**src/shared/rtcq_pkg.sv**
```systemverilog
/*
 Constants for the real-time counter with its tamper input and periodic events.
 Assumes a 32-bit Avalon-MM register port with byte enables and one 100 MHz clock.
*/
package rtcq_pkg;
	// ------------------------------------------------------------
	// Register byte addresses
	// ------------------------------------------------------------
	localparam logic [5:0] ADDR_CONTROL_A = 6'h00;
	localparam logic [5:0] ADDR_CONTROL_B = 6'h04;
	localparam logic [5:0] ADDR_EVENT_CONTROL = 6'h08;
	localparam logic [5:0] ADDR_INT_ENABLE_SET = 6'h0C;
	localparam logic [5:0] ADDR_INT_ENABLE_CLEAR = 6'h10;
	localparam logic [5:0] ADDR_INT_FLAG = 6'h14;
	localparam logic [5:0] ADDR_COUNTER = 6'h18;
	localparam logic [5:0] ADDR_CALENDAR = 6'h1C;
	localparam logic [5:0] ADDR_TAMPER_CONTROL = 6'h20;
	localparam logic [5:0] ADDR_TIMESTAMP = 6'h24;
	localparam logic [5:0] ADDR_GENERAL_PURPOSE = 6'h28;
	localparam logic [5:0] ADDR_BACKUP = 6'h2C;
	// ------------------------------------------------------------
	// Field positions
	// ------------------------------------------------------------
	localparam int CA_ENABLE = 0;
	localparam int CA_MODE_LO = 2;
	localparam int CA_PRESC_LO = 8;
	localparam int CA_SYNC = 15;
	localparam int CB_DEBOUNCE = 0;
	localparam int CB_MAJORITY = 1;
	localparam int TC_ENABLE = 0;
	localparam int TC_RISING = 1;
	localparam int IF_TAMPER = 8;
	localparam int IF_OVERFLOW = 9;
	localparam int IRQ_BITS = 10;
	// ------------------------------------------------------------
	// Modes and reset values
	// ------------------------------------------------------------
	typedef enum logic [1:0]
	{
		MODE_COUNTER_32BIT_MODE = 2'b00,
		MODE_COUNTER_16BIT_MODE = 2'b01,
		MODE_CALENDAR = 2'b10,
		MODE_SPARE = 2'b11
	} rtcq_mode_t;
	localparam logic [31:0] RESET_WORD = 32'h0000_0000;
	localparam logic [3:0] BE_FULL = 4'hF;
	localparam logic [1:0] BE_HALF = 2'h3;
	localparam logic [3:0] PRESC_OFF = 4'h0;
	// ------------------------------------------------------------
	// Timing
	// ------------------------------------------------------------
	localparam int CLOCK_MHZ = 100;
	localparam int DEBOUNCE_NS = 30;
	localparam int DEBOUNCE_CYCLES = (DEBOUNCE_NS * CLOCK_MHZ + 999) / 1000;
endpackage

```
**src/hdl/rtcq_top.sv**
```systemverilog
/*
 Real-time counter: prescaler, 32/16-bit counter, calendar count, tamper input, periodic events,
 interrupt status with mask, Avalon-MM register slave.
 Assumes one clock, a synchronous active-low reset and a system pulse that marks an external reset
 which leaves this block running.
*/
// The Avalon-MM register port and the register addresses were chosen for this implementation.
`timescale 1ns/1ps
module rtcq_top
#(
	parameter int DIV_BITS = 16
)
(
	input wire logic mclk,
	input wire logic rstn,
	input wire logic [5:0] avs_address,
	input wire logic avs_read,
	input wire logic avs_write,
	input wire logic [31:0] avs_writedata,
	input wire logic [3:0] avs_byteenable,
	output logic [31:0] avs_readdata,
	output logic avs_waitrequest,
	input wire logic tamperPin,
	input wire logic extResetSeen,
	output logic irq,
	output logic [7:0] periodicEvent
);
	// ------------------------------------------------------------
	// Parameter check
	// ------------------------------------------------------------
	if (DIV_BITS < 16 || DIV_BITS > 32)
		$error("DIV_BITS must lie between 16 and 32");

	// ------------------------------------------------------------
	// Declarations
	// ------------------------------------------------------------
	logic waitReq_r;
	logic [31:0] rdata_r;
	logic [31:0] rdata_nxt;
	logic [31:0] control_a_r;
	logic [31:0] control_b_r;
	logic [7:0] event_control_r;
	logic [rtcq_pkg::IRQ_BITS-1:0] intEn_r;
	logic [rtcq_pkg::IRQ_BITS-1:0] intFlag_r;
	logic [31:0] count_r;
	logic [31:0] calendar_r;
	logic [1:0] tamper_control_r;
	logic [31:0] timestamp_r;
	logic [31:0] gp_r;
	logic [31:0] backup_r;
	logic [DIV_BITS-1:0] div_r;
	logic [7:0] divPrev_r;
	logic syncPrev_r;
	logic firstRead_r;
	logic [31:0] stale_r;
	logic tampPrev_r;
	logic tampEnPrev_r;
	logic [2:0] debCnt_r;
	logic tsSkip_r;
	logic irq_r;
	logic [7:0] perEv_r;
	logic tampLevel;

	// ------------------------------------------------------------
	// Bus decode
	// ------------------------------------------------------------
	wire wr = avs_write & ~waitReq_r;
	wire rdCount = avs_read & ~waitReq_r & (avs_address == rtcq_pkg::ADDR_COUNTER);
	wire wrCtrlA = wr & (avs_address == rtcq_pkg::ADDR_CONTROL_A) & (avs_byteenable == rtcq_pkg::BE_FULL);
	wire wrCtrlB = wr & (avs_address == rtcq_pkg::ADDR_CONTROL_B);
	wire wrEv = wr & (avs_address == rtcq_pkg::ADDR_EVENT_CONTROL);
	wire wrIes = wr & (avs_address == rtcq_pkg::ADDR_INT_ENABLE_SET);
	wire wrIec = wr & (avs_address == rtcq_pkg::ADDR_INT_ENABLE_CLEAR);
	wire wrFlag = wr & (avs_address == rtcq_pkg::ADDR_INT_FLAG);
	wire wrCount = wr & (avs_address == rtcq_pkg::ADDR_COUNTER);
	wire wrCal = wr & (avs_address == rtcq_pkg::ADDR_CALENDAR);
	wire wrTamp = wr & (avs_address == rtcq_pkg::ADDR_TAMPER_CONTROL);
	wire wrGp = wr & (avs_address == rtcq_pkg::ADDR_GENERAL_PURPOSE) & (avs_byteenable == rtcq_pkg::BE_FULL);
	wire wrBk = wr & (avs_address == rtcq_pkg::ADDR_BACKUP) & (avs_byteenable == rtcq_pkg::BE_FULL);

	// ------------------------------------------------------------
	// Control fields
	// ------------------------------------------------------------
	wire runEn = control_a_r[rtcq_pkg::CA_ENABLE];
	wire [1:0] mode = control_a_r[rtcq_pkg::CA_MODE_LO +: 2];
	wire [3:0] presc = control_a_r[rtcq_pkg::CA_PRESC_LO +: 4];
	wire syncEn = control_a_r[rtcq_pkg::CA_SYNC];
	wire debEn = control_b_r[rtcq_pkg::CB_DEBOUNCE];
	wire tampEn = tamper_control_r[rtcq_pkg::TC_ENABLE];
	wire tampRise = tamper_control_r[rtcq_pkg::TC_RISING];
	wire is16 = (mode == rtcq_pkg::MODE_COUNTER_16BIT_MODE);
	wire isCal = (mode == rtcq_pkg::MODE_CALENDAR);

	// Partial writes to the counting registers are dropped rather than merged
	wire countWrOk = is16 ? (avs_byteenable[1:0] == rtcq_pkg::BE_HALF)
		: (avs_byteenable == rtcq_pkg::BE_FULL);
	wire calWrOk = (avs_byteenable == rtcq_pkg::BE_FULL);

	// ------------------------------------------------------------
	// Prescaler and periodic events
	// ------------------------------------------------------------
	// The divider keeps running with the prescaler off while tamper or debounce control is on
	wire prescOn = (presc != rtcq_pkg::PRESC_OFF);
	wire divRun = runEn & (prescOn | tampEn | debEn);
	wire [DIV_BITS-1:0] tickMask = (DIV_BITS'(1) << (presc - 4'h1)) - DIV_BITS'(1);
	wire tick = runEn & prescOn & ((div_r & tickMask) == '0);
	wire [7:0] perRaw = div_r[7:0] & ~divPrev_r;
	wire [31:0] countInc = count_r + 32'h0000_0001;
	wire [15:0] count16Inc = count_r[15:0] + 16'h0001;
	wire overflow = tick & ~isCal & (is16 ? (count_r[15:0] == 16'hFFFF) : (count_r == 32'hFFFF_FFFF));
	wire [31:0] countNext = is16 ? {16'h0000, count16Inc} : countInc;

	// ------------------------------------------------------------
	// Tamper detection
	// ------------------------------------------------------------
	rtcq_sync3 u_sync
	(
		.mclk(mclk),
		.rstn(rstn),
		.pinIn(tamperPin),
		.level(tampLevel)
	);

	// Majority debounce bit is stored and read back but steers nothing
	// tampPrev_r is the accepted level: a new level counts only once it has stood the debounce span,
	// so with debounce on a short glitch raises edgeSeen and pending but never tampHit
	wire debStable = ~debEn | (debCnt_r == 3'(rtcq_pkg::DEBOUNCE_CYCLES));
	wire edgeSeen = tampRise ? (tampLevel & ~tampPrev_r) : (~tampLevel & tampPrev_r);
	wire pending = tampEn & edgeSeen & ~debStable;
	wire spurious = tampEn & ~tampEnPrev_r & tampRise;
	wire tampHit = (tampEn & tampEnPrev_r & edgeSeen & debStable) | spurious;
	wire [31:0] captureVal = isCal ? calendar_r : count_r;

	// ------------------------------------------------------------
	// Interrupt status
	// ------------------------------------------------------------
	wire [rtcq_pkg::IRQ_BITS-1:0] events = {overflow, tampHit, perRaw};
	wire [rtcq_pkg::IRQ_BITS-1:0] flagNxt = (intFlag_r & ~({rtcq_pkg::IRQ_BITS{wrFlag}}
		& avs_writedata[rtcq_pkg::IRQ_BITS-1:0])) | events;

	// ------------------------------------------------------------
	// Read mux
	// ------------------------------------------------------------
	// The first synchronised read after enabling returns the value frozen before enabling
	wire [31:0] countView = (syncEn & firstRead_r) ? stale_r : count_r;
	always_comb
	begin
		case (avs_address)
			rtcq_pkg::ADDR_CONTROL_A: rdata_nxt = control_a_r;
			rtcq_pkg::ADDR_CONTROL_B: rdata_nxt = control_b_r;
			rtcq_pkg::ADDR_EVENT_CONTROL: rdata_nxt = {24'h00_0000, event_control_r};
			rtcq_pkg::ADDR_INT_ENABLE_SET: rdata_nxt = {22'h00_0000, intEn_r};
			rtcq_pkg::ADDR_INT_ENABLE_CLEAR: rdata_nxt = {22'h00_0000, intEn_r};
			rtcq_pkg::ADDR_INT_FLAG: rdata_nxt = {22'h00_0000, intFlag_r};
			rtcq_pkg::ADDR_COUNTER: rdata_nxt = countView;
			rtcq_pkg::ADDR_CALENDAR: rdata_nxt = calendar_r;
			rtcq_pkg::ADDR_TAMPER_CONTROL: rdata_nxt = {30'h0000_0000, tamper_control_r};
			rtcq_pkg::ADDR_TIMESTAMP: rdata_nxt = timestamp_r;
			rtcq_pkg::ADDR_GENERAL_PURPOSE: rdata_nxt = gp_r;
			rtcq_pkg::ADDR_BACKUP: rdata_nxt = backup_r;
			default: rdata_nxt = rtcq_pkg::RESET_WORD;
		endcase
	end

	// ------------------------------------------------------------
	// Bus handshake: one wait cycle, then the access completes
	// ------------------------------------------------------------
	always_ff @(posedge mclk)
	begin
		if (!rstn)
		begin
			waitReq_r <= 1'b1;
			rdata_r <= rtcq_pkg::RESET_WORD;
		end
		else
		begin
			waitReq_r <= ~((avs_read | avs_write) & waitReq_r);
			if (avs_read & waitReq_r)
				rdata_r <= rdata_nxt;
		end
	end

	// ------------------------------------------------------------
	// Control registers
	// ------------------------------------------------------------
	always_ff @(posedge mclk)
	begin
		if (!rstn)
		begin
			control_a_r <= rtcq_pkg::RESET_WORD;
			control_b_r <= rtcq_pkg::RESET_WORD;
			event_control_r <= 8'h00;
			intEn_r <= '0;
			tamper_control_r <= 2'h0;
			gp_r <= rtcq_pkg::RESET_WORD;
			backup_r <= rtcq_pkg::RESET_WORD;
		end
		else
		begin
			if (wrCtrlA)
				control_a_r <= avs_writedata;
			if (wrCtrlB)
				control_b_r <= avs_writedata & 32'h0000_0003;
			if (wrEv)
				event_control_r <= avs_writedata[7:0];
			if (wrIes)
				intEn_r <= intEn_r | avs_writedata[rtcq_pkg::IRQ_BITS-1:0];
			else if (wrIec)
				intEn_r <= intEn_r & ~avs_writedata[rtcq_pkg::IRQ_BITS-1:0];
			if (wrTamp)
				tamper_control_r <= avs_writedata[1:0];
			if (wrGp)
				gp_r <= avs_writedata;
			if (wrBk)
				backup_r <= avs_writedata;
		end
	end

	// ------------------------------------------------------------
	// Counting, read synchronisation, tamper capture, outputs
	// ------------------------------------------------------------
	always_ff @(posedge mclk)
	begin
		if (!rstn)
		begin
			count_r <= rtcq_pkg::RESET_WORD;
			calendar_r <= rtcq_pkg::RESET_WORD;
			div_r <= '0;
			divPrev_r <= 8'h00;
			syncPrev_r <= 1'b0;
			firstRead_r <= 1'b0;
			stale_r <= rtcq_pkg::RESET_WORD;
			tampPrev_r <= 1'b0;
			tampEnPrev_r <= 1'b0;
			debCnt_r <= 3'h0;
			tsSkip_r <= 1'b0;
			timestamp_r <= rtcq_pkg::RESET_WORD;
			intFlag_r <= '0;
			irq_r <= 1'b0;
			perEv_r <= 8'h00;
		end
		else
		begin
			div_r <= divRun ? div_r + DIV_BITS'(1) : div_r;
			divPrev_r <= div_r[7:0];
			if (wrCount & countWrOk & ~isCal)
				count_r <= is16 ? {16'h0000, avs_writedata[15:0]} : avs_writedata;
			else if (tick & ~isCal)
				count_r <= countNext;
			if (wrCal & calWrOk & isCal)
				calendar_r <= avs_writedata;
			else if (tick & isCal)
				calendar_r <= calendar_r + 32'h0000_0001;
			syncPrev_r <= syncEn;
			if (~syncEn)
				stale_r <= count_r;
			if (syncEn & ~syncPrev_r)
				firstRead_r <= 1'b1;
			else if (rdCount)
				firstRead_r <= 1'b0;
			tampEnPrev_r <= tampEn;
			if (tampLevel == tampPrev_r || debStable)
			begin
				tampPrev_r <= tampLevel;
				debCnt_r <= 3'h0;
			end
			else
				debCnt_r <= debCnt_r + 3'h1;
			if (extResetSeen & (pending | (tampEn & edgeSeen)))
				tsSkip_r <= 1'b1;
			else if (tampHit)
				tsSkip_r <= 1'b0;
			if (tampHit & ~tsSkip_r)
				timestamp_r <= captureVal;
			intFlag_r <= flagNxt;
			irq_r <= |(flagNxt & intEn_r);
			perEv_r <= perRaw & event_control_r;
		end
	end

	assign avs_readdata = rdata_r;
	assign avs_waitrequest = waitReq_r;
	assign irq = irq_r;
	assign periodicEvent = perEv_r;
endmodule

```
**src/hdl/rtcq_sync3.sv**
```systemverilog
/*
 Three-stage synchroniser for the tamper pin.
 Assumes an asynchronous input; the level moves only when stages two and three agree.
*/
`timescale 1ns/1ps
module rtcq_sync3
(
	input wire logic mclk,
	input wire logic rstn,
	input wire logic pinIn,
	output logic level
);
	logic stage1_r;
	logic stage2_r;
	logic stage3_r;
	logic level_r;

	// Stage one feeds stage two only
	always_ff @(posedge mclk)
	begin
		if (!rstn)
		begin
			stage1_r <= 1'b0;
			stage2_r <= 1'b0;
			stage3_r <= 1'b0;
			level_r <= 1'b0;
		end
		else
		begin
			stage1_r <= pinIn;
			stage2_r <= stage1_r;
			stage3_r <= stage2_r;
			if (stage2_r == stage3_r)
				level_r <= stage3_r;
		end
	end

	assign level = level_r;
endmodule

```
**config.mk**
```make
export PLATFORM = sky130hd
export DESIGN_NAME = rtcq_top
export DESIGN_NICKNAME = d
export VERILOG_FILES = /design/src/shared/rtcq_pkg.sv /design/src/hdl/rtcq_top.sv /design/src/hdl/rtcq_sync3.sv
export SDC_FILE = /design/constraint.sdc
export NUM_CORES = 1
export LEC_CHECK = 0
export BUFFER_PORTS_ARGS = -buffer_cell sky130_fd_sc_hd__clkbuf_2
export CAP_MARGIN = 20
export CORE_AREA = 3 3 168 170
export CTS_BUF_LIST = sky130_fd_sc_hd__clkbuf_8
export DETAILED_ROUTE_END_ITERATION = 8
export DIE_AREA = 0 0 171 173
export PLACE_DENSITY = 0.86
export SYNTH_ARGS = -nofsm -noshare
export SYNTH_HDL_FRONTEND = slang
export SYNTH_SLANG_ARGS = --single-unit
```
**constraint.sdc**
```tcl
create_clock -name mclk -period 11.09 [get_ports mclk]
set_clock_uncertainty 0.2 [all_clocks]
set_input_delay 1.109 -clock mclk [delete_from_list [all_inputs] [get_ports mclk]]
set_output_delay 1.109 -clock mclk [all_outputs]
set_load 0.1 [all_outputs]
```
==> flow_metrics.tcl <==
set metrics [dict create \
    synthDistinctLibCells 76 \
    setup_viol 0 \
    synthTopCellsByArea "dfxtp_1 42%, nand2_1 9.5%, a21oi_1 8.4%" \
    startpoint_type "register" \
    htreeDepth 2 \
    fin_crit_ps 4520 \
    tns_ps 0 \
    die_w_um 171 \
    relSlewSlack_pct 23.2 \
    num_vias 16500 \
    post-cts-setup-buffer-count 0 \
    syn-num-nets 2128 \
    drc 0 \
    tritoncts "yes" \
    numCtsBuffers 53 \
    die_h_um 173 \
    ctsResizeCount 0 \
    rsz0062_at_grt "false" \
    avgSynthCellArea_sq_um 7.76 \
    fin_area_sq_um 17700 \
    endpoint_kind "register" \
    io_buffers 89 \
    vdd_drop_max_v 0.000111 \
    grt_usage_pct 34.7 \
    synth_top_area_share_pct 41.7 \
    cts-root-buf "clkbuf_8" \
    maxCapViolCount 0 \
    grt_first_pass_wirelength_um 83500 \
    cp.arrival_ps 4820 \
    power_density_nw_per_um2 134 \
    hold_buffers 0 \
    slew_violations 0 \
    yosysWarnings 0 \
    area_growth_pct 10.3 \
    clock_latency_ps 610 \
    ys_seq_area_share_pct 41.7 \
    fmax_mhz 221 \
    ys_ff_latch 334 \
    synth-edff-count 0 \
    grt.overflow.total 0 \
    crit_chain "inv_1, or3_1, ha_1, or3b_2, o32ai_1, a32oi_1, and4_1, nand4_1, or3_1, a311oi_1" \
    postPlaceCellArea_sq_um 16500 \
    initial_core_util_pct 59.6 \
    leakagePower_nw 5.76 \
    slowest_stage "dfxtp_1" \
    cp_num_buf_inv 1 \
    ys_async_sr_fraction_pct 0 \
    hold_viol_final 0 \
    core_area_sq_um 26900 \
    place_hpwl_um 33600 \
    grt_max_degree 160 \
    final_nets 2134 \
    synthFlopType "dfxtp_1" \
    dieArea_sq_um 29600 \
    fillers 2184 \
    antenna_found_initial 1 \
    cp_max_fo 21 \
    crit_family "simple AND/OR/NAND/NOR gates" \
    rows 60 \
    grt_pass1_vias 15800 \
    hp-class "reg2reg" \
    path_common_cell "or3_1" \
    critical_path_class "reg2reg" \
    layout_commonest_cell "nand2_1" \
    antennaDiodeCount 0 \
    io-pin-count 90 \
    drtAntennaViolNets 0 \
    drt_iter0_markers 2287 \
    timing.hold.ws_ps 228 \
    drive_above_1_share_pct 11.7 \
    final_cell_mix "406 x nand2_1, 333 x dfxtp_1, 268 x a21oi_1, 189 x nor2_1, 89 x clkbuf_2" \
    status "complete, no violations" \
    critical_path.max_stage_delay_ps 750 \
    cts.clk_slew.worst_paths_ps 70 \
    first_pass_iters 8 \
    required_ps 11380 \
    netlist_instances 2066 \
    viasPerCell 6.72 \
    routabilityCongestion 1.02 \
    cts.sinks 334 \
    cts_buffer_depth 3 \
    fin_crit_sh_pct 40.8 \
    yosysTopAreaCell "dfxtp_1" \
    wl_per_cell_um 21.6 \
    tightest_slew_ps 1150 \
    synth_area_sq_um 16000 \
    wirelength_um 53100 \
]
## cell families (layout without fill, tap and decap cells)
kind of cell | after synthesis | after routing | synth area share, %
and+or+nand+nor | 867 | 867 | 25.1
adders and majority gates | 15 | 15 | 1.16
AOI/OAI and AO/OA | 551 | 551 | 21.4
muxes | 44 | 44 | 2.75
DFF | 334 | 334 | 41.7
xor gates and xnor gates | 54 | 54 | 2.95
buffers and inverters | 201 | 249 | 4.92
## metal layers
metal | routed length [um] | share of wire (%) | track usage (%) | vias up
met4 | 3290 | 6.2 | 19.8 | 2
met3 | 6700 | 13 | 7.84 | 283
met1 | 19700 | 37 | 44.2 | 7630
met2 | 23400 | 44 | 53.9 | 1266
met5 | 13 | 0.024 | 0 | -
li1 | - | - | - | 7323
## power by group
| part | total, mW | leakage, nW | internal (mW) | switching [mW] |
|---|---|---|---|---|
| sequential | 1.20 | 2.69 | 1.20 | 0.000795 |
| combinational | 0.0739 | 2.43 | 0.0142 | 0.0598 |
| clock | 1.09 | 0.642 | 0.584 | 0.502 |
| total | 2.36 | 5.76 | 1.80 | 0.563 |
## synthesized netlist by cell type, drive strengths merged, types with 4 or more instances
library cell / instances
inv: 31
nand3b: 4
and3b: 6
a31oi: 33
and2: 28
nand3: 58
nor4: 23
a211oi: 16
nor2b: 14
or4: 5
ha: 14
nor3: 29
dfxtp: 334
a311oi: 34
buf: 19
a32oi: 5
clkbuf: 151
xor2: 20
o211ai: 6
o31ai: 4
mux2i: 44
a221oi: 6
o21ai: 52
nand4: 39
a41oi: 6
xnor2: 34
nor2: 193
a22o: 5
a222oi: 7
nand2: 407
nand2b: 9
a22oi: 70
and4: 12
or3b: 4
a21oi: 268
and3: 15
a21o: 5
o22ai: 5
o22a: 4
or3: 10
## registers in the layout (all words and copies together), names as in the netlist, 10 cells and up, named ones only
| name | cells |
|---|---|
| avs_readdata | 32 |
| backup_r | 32 |
| calendar_r | 32 |
| control_a_r | 32 |
| count_r | 32 |
| div_r | 16 |
| gp_r | 32 |
| intFlag_r | 10 |
| stale_r | 32 |
| timestamp_r | 32 |
## path summary, 6_finish.rpt
path                    end           start  slack (ps)  cells past startpoint
min reg2reg     debCnt_r[0]     debCnt_r[0]         230                      1
min             debCnt_r[0]     debCnt_r[0]         230                      1
max          calendar_r[25]  control_a_r[9]        6570                     10
max reg2reg  calendar_r[25]  control_a_r[9]        6570                     10
## metrics by stage
step                instances  setup WS (ps)  power [mW]  util, %
detailed placement       2355           6770        1.30     61.4
CTS                      2452           6790        2.36     65.6
finish                   2455           6570        2.36     65.8
global route             2455           6380        2.42     65.8
floorplan                2066           7500        1.26        -
global placement         2355           6880        1.30     61.4
## cell type report
cell class	count	area, sq um	area share (%)
clock buffers	73	1000	5.68
clock inverters	24	104	0.587
inverters	31	124	0.701
multi-input cells	1531	8610	48.7
flip-flops and latches	334	6690	37.8
well taps	341	427	2.41
repair buffers	121	723	4.09
Note: power is estimated with default switching activity, not from simulation.
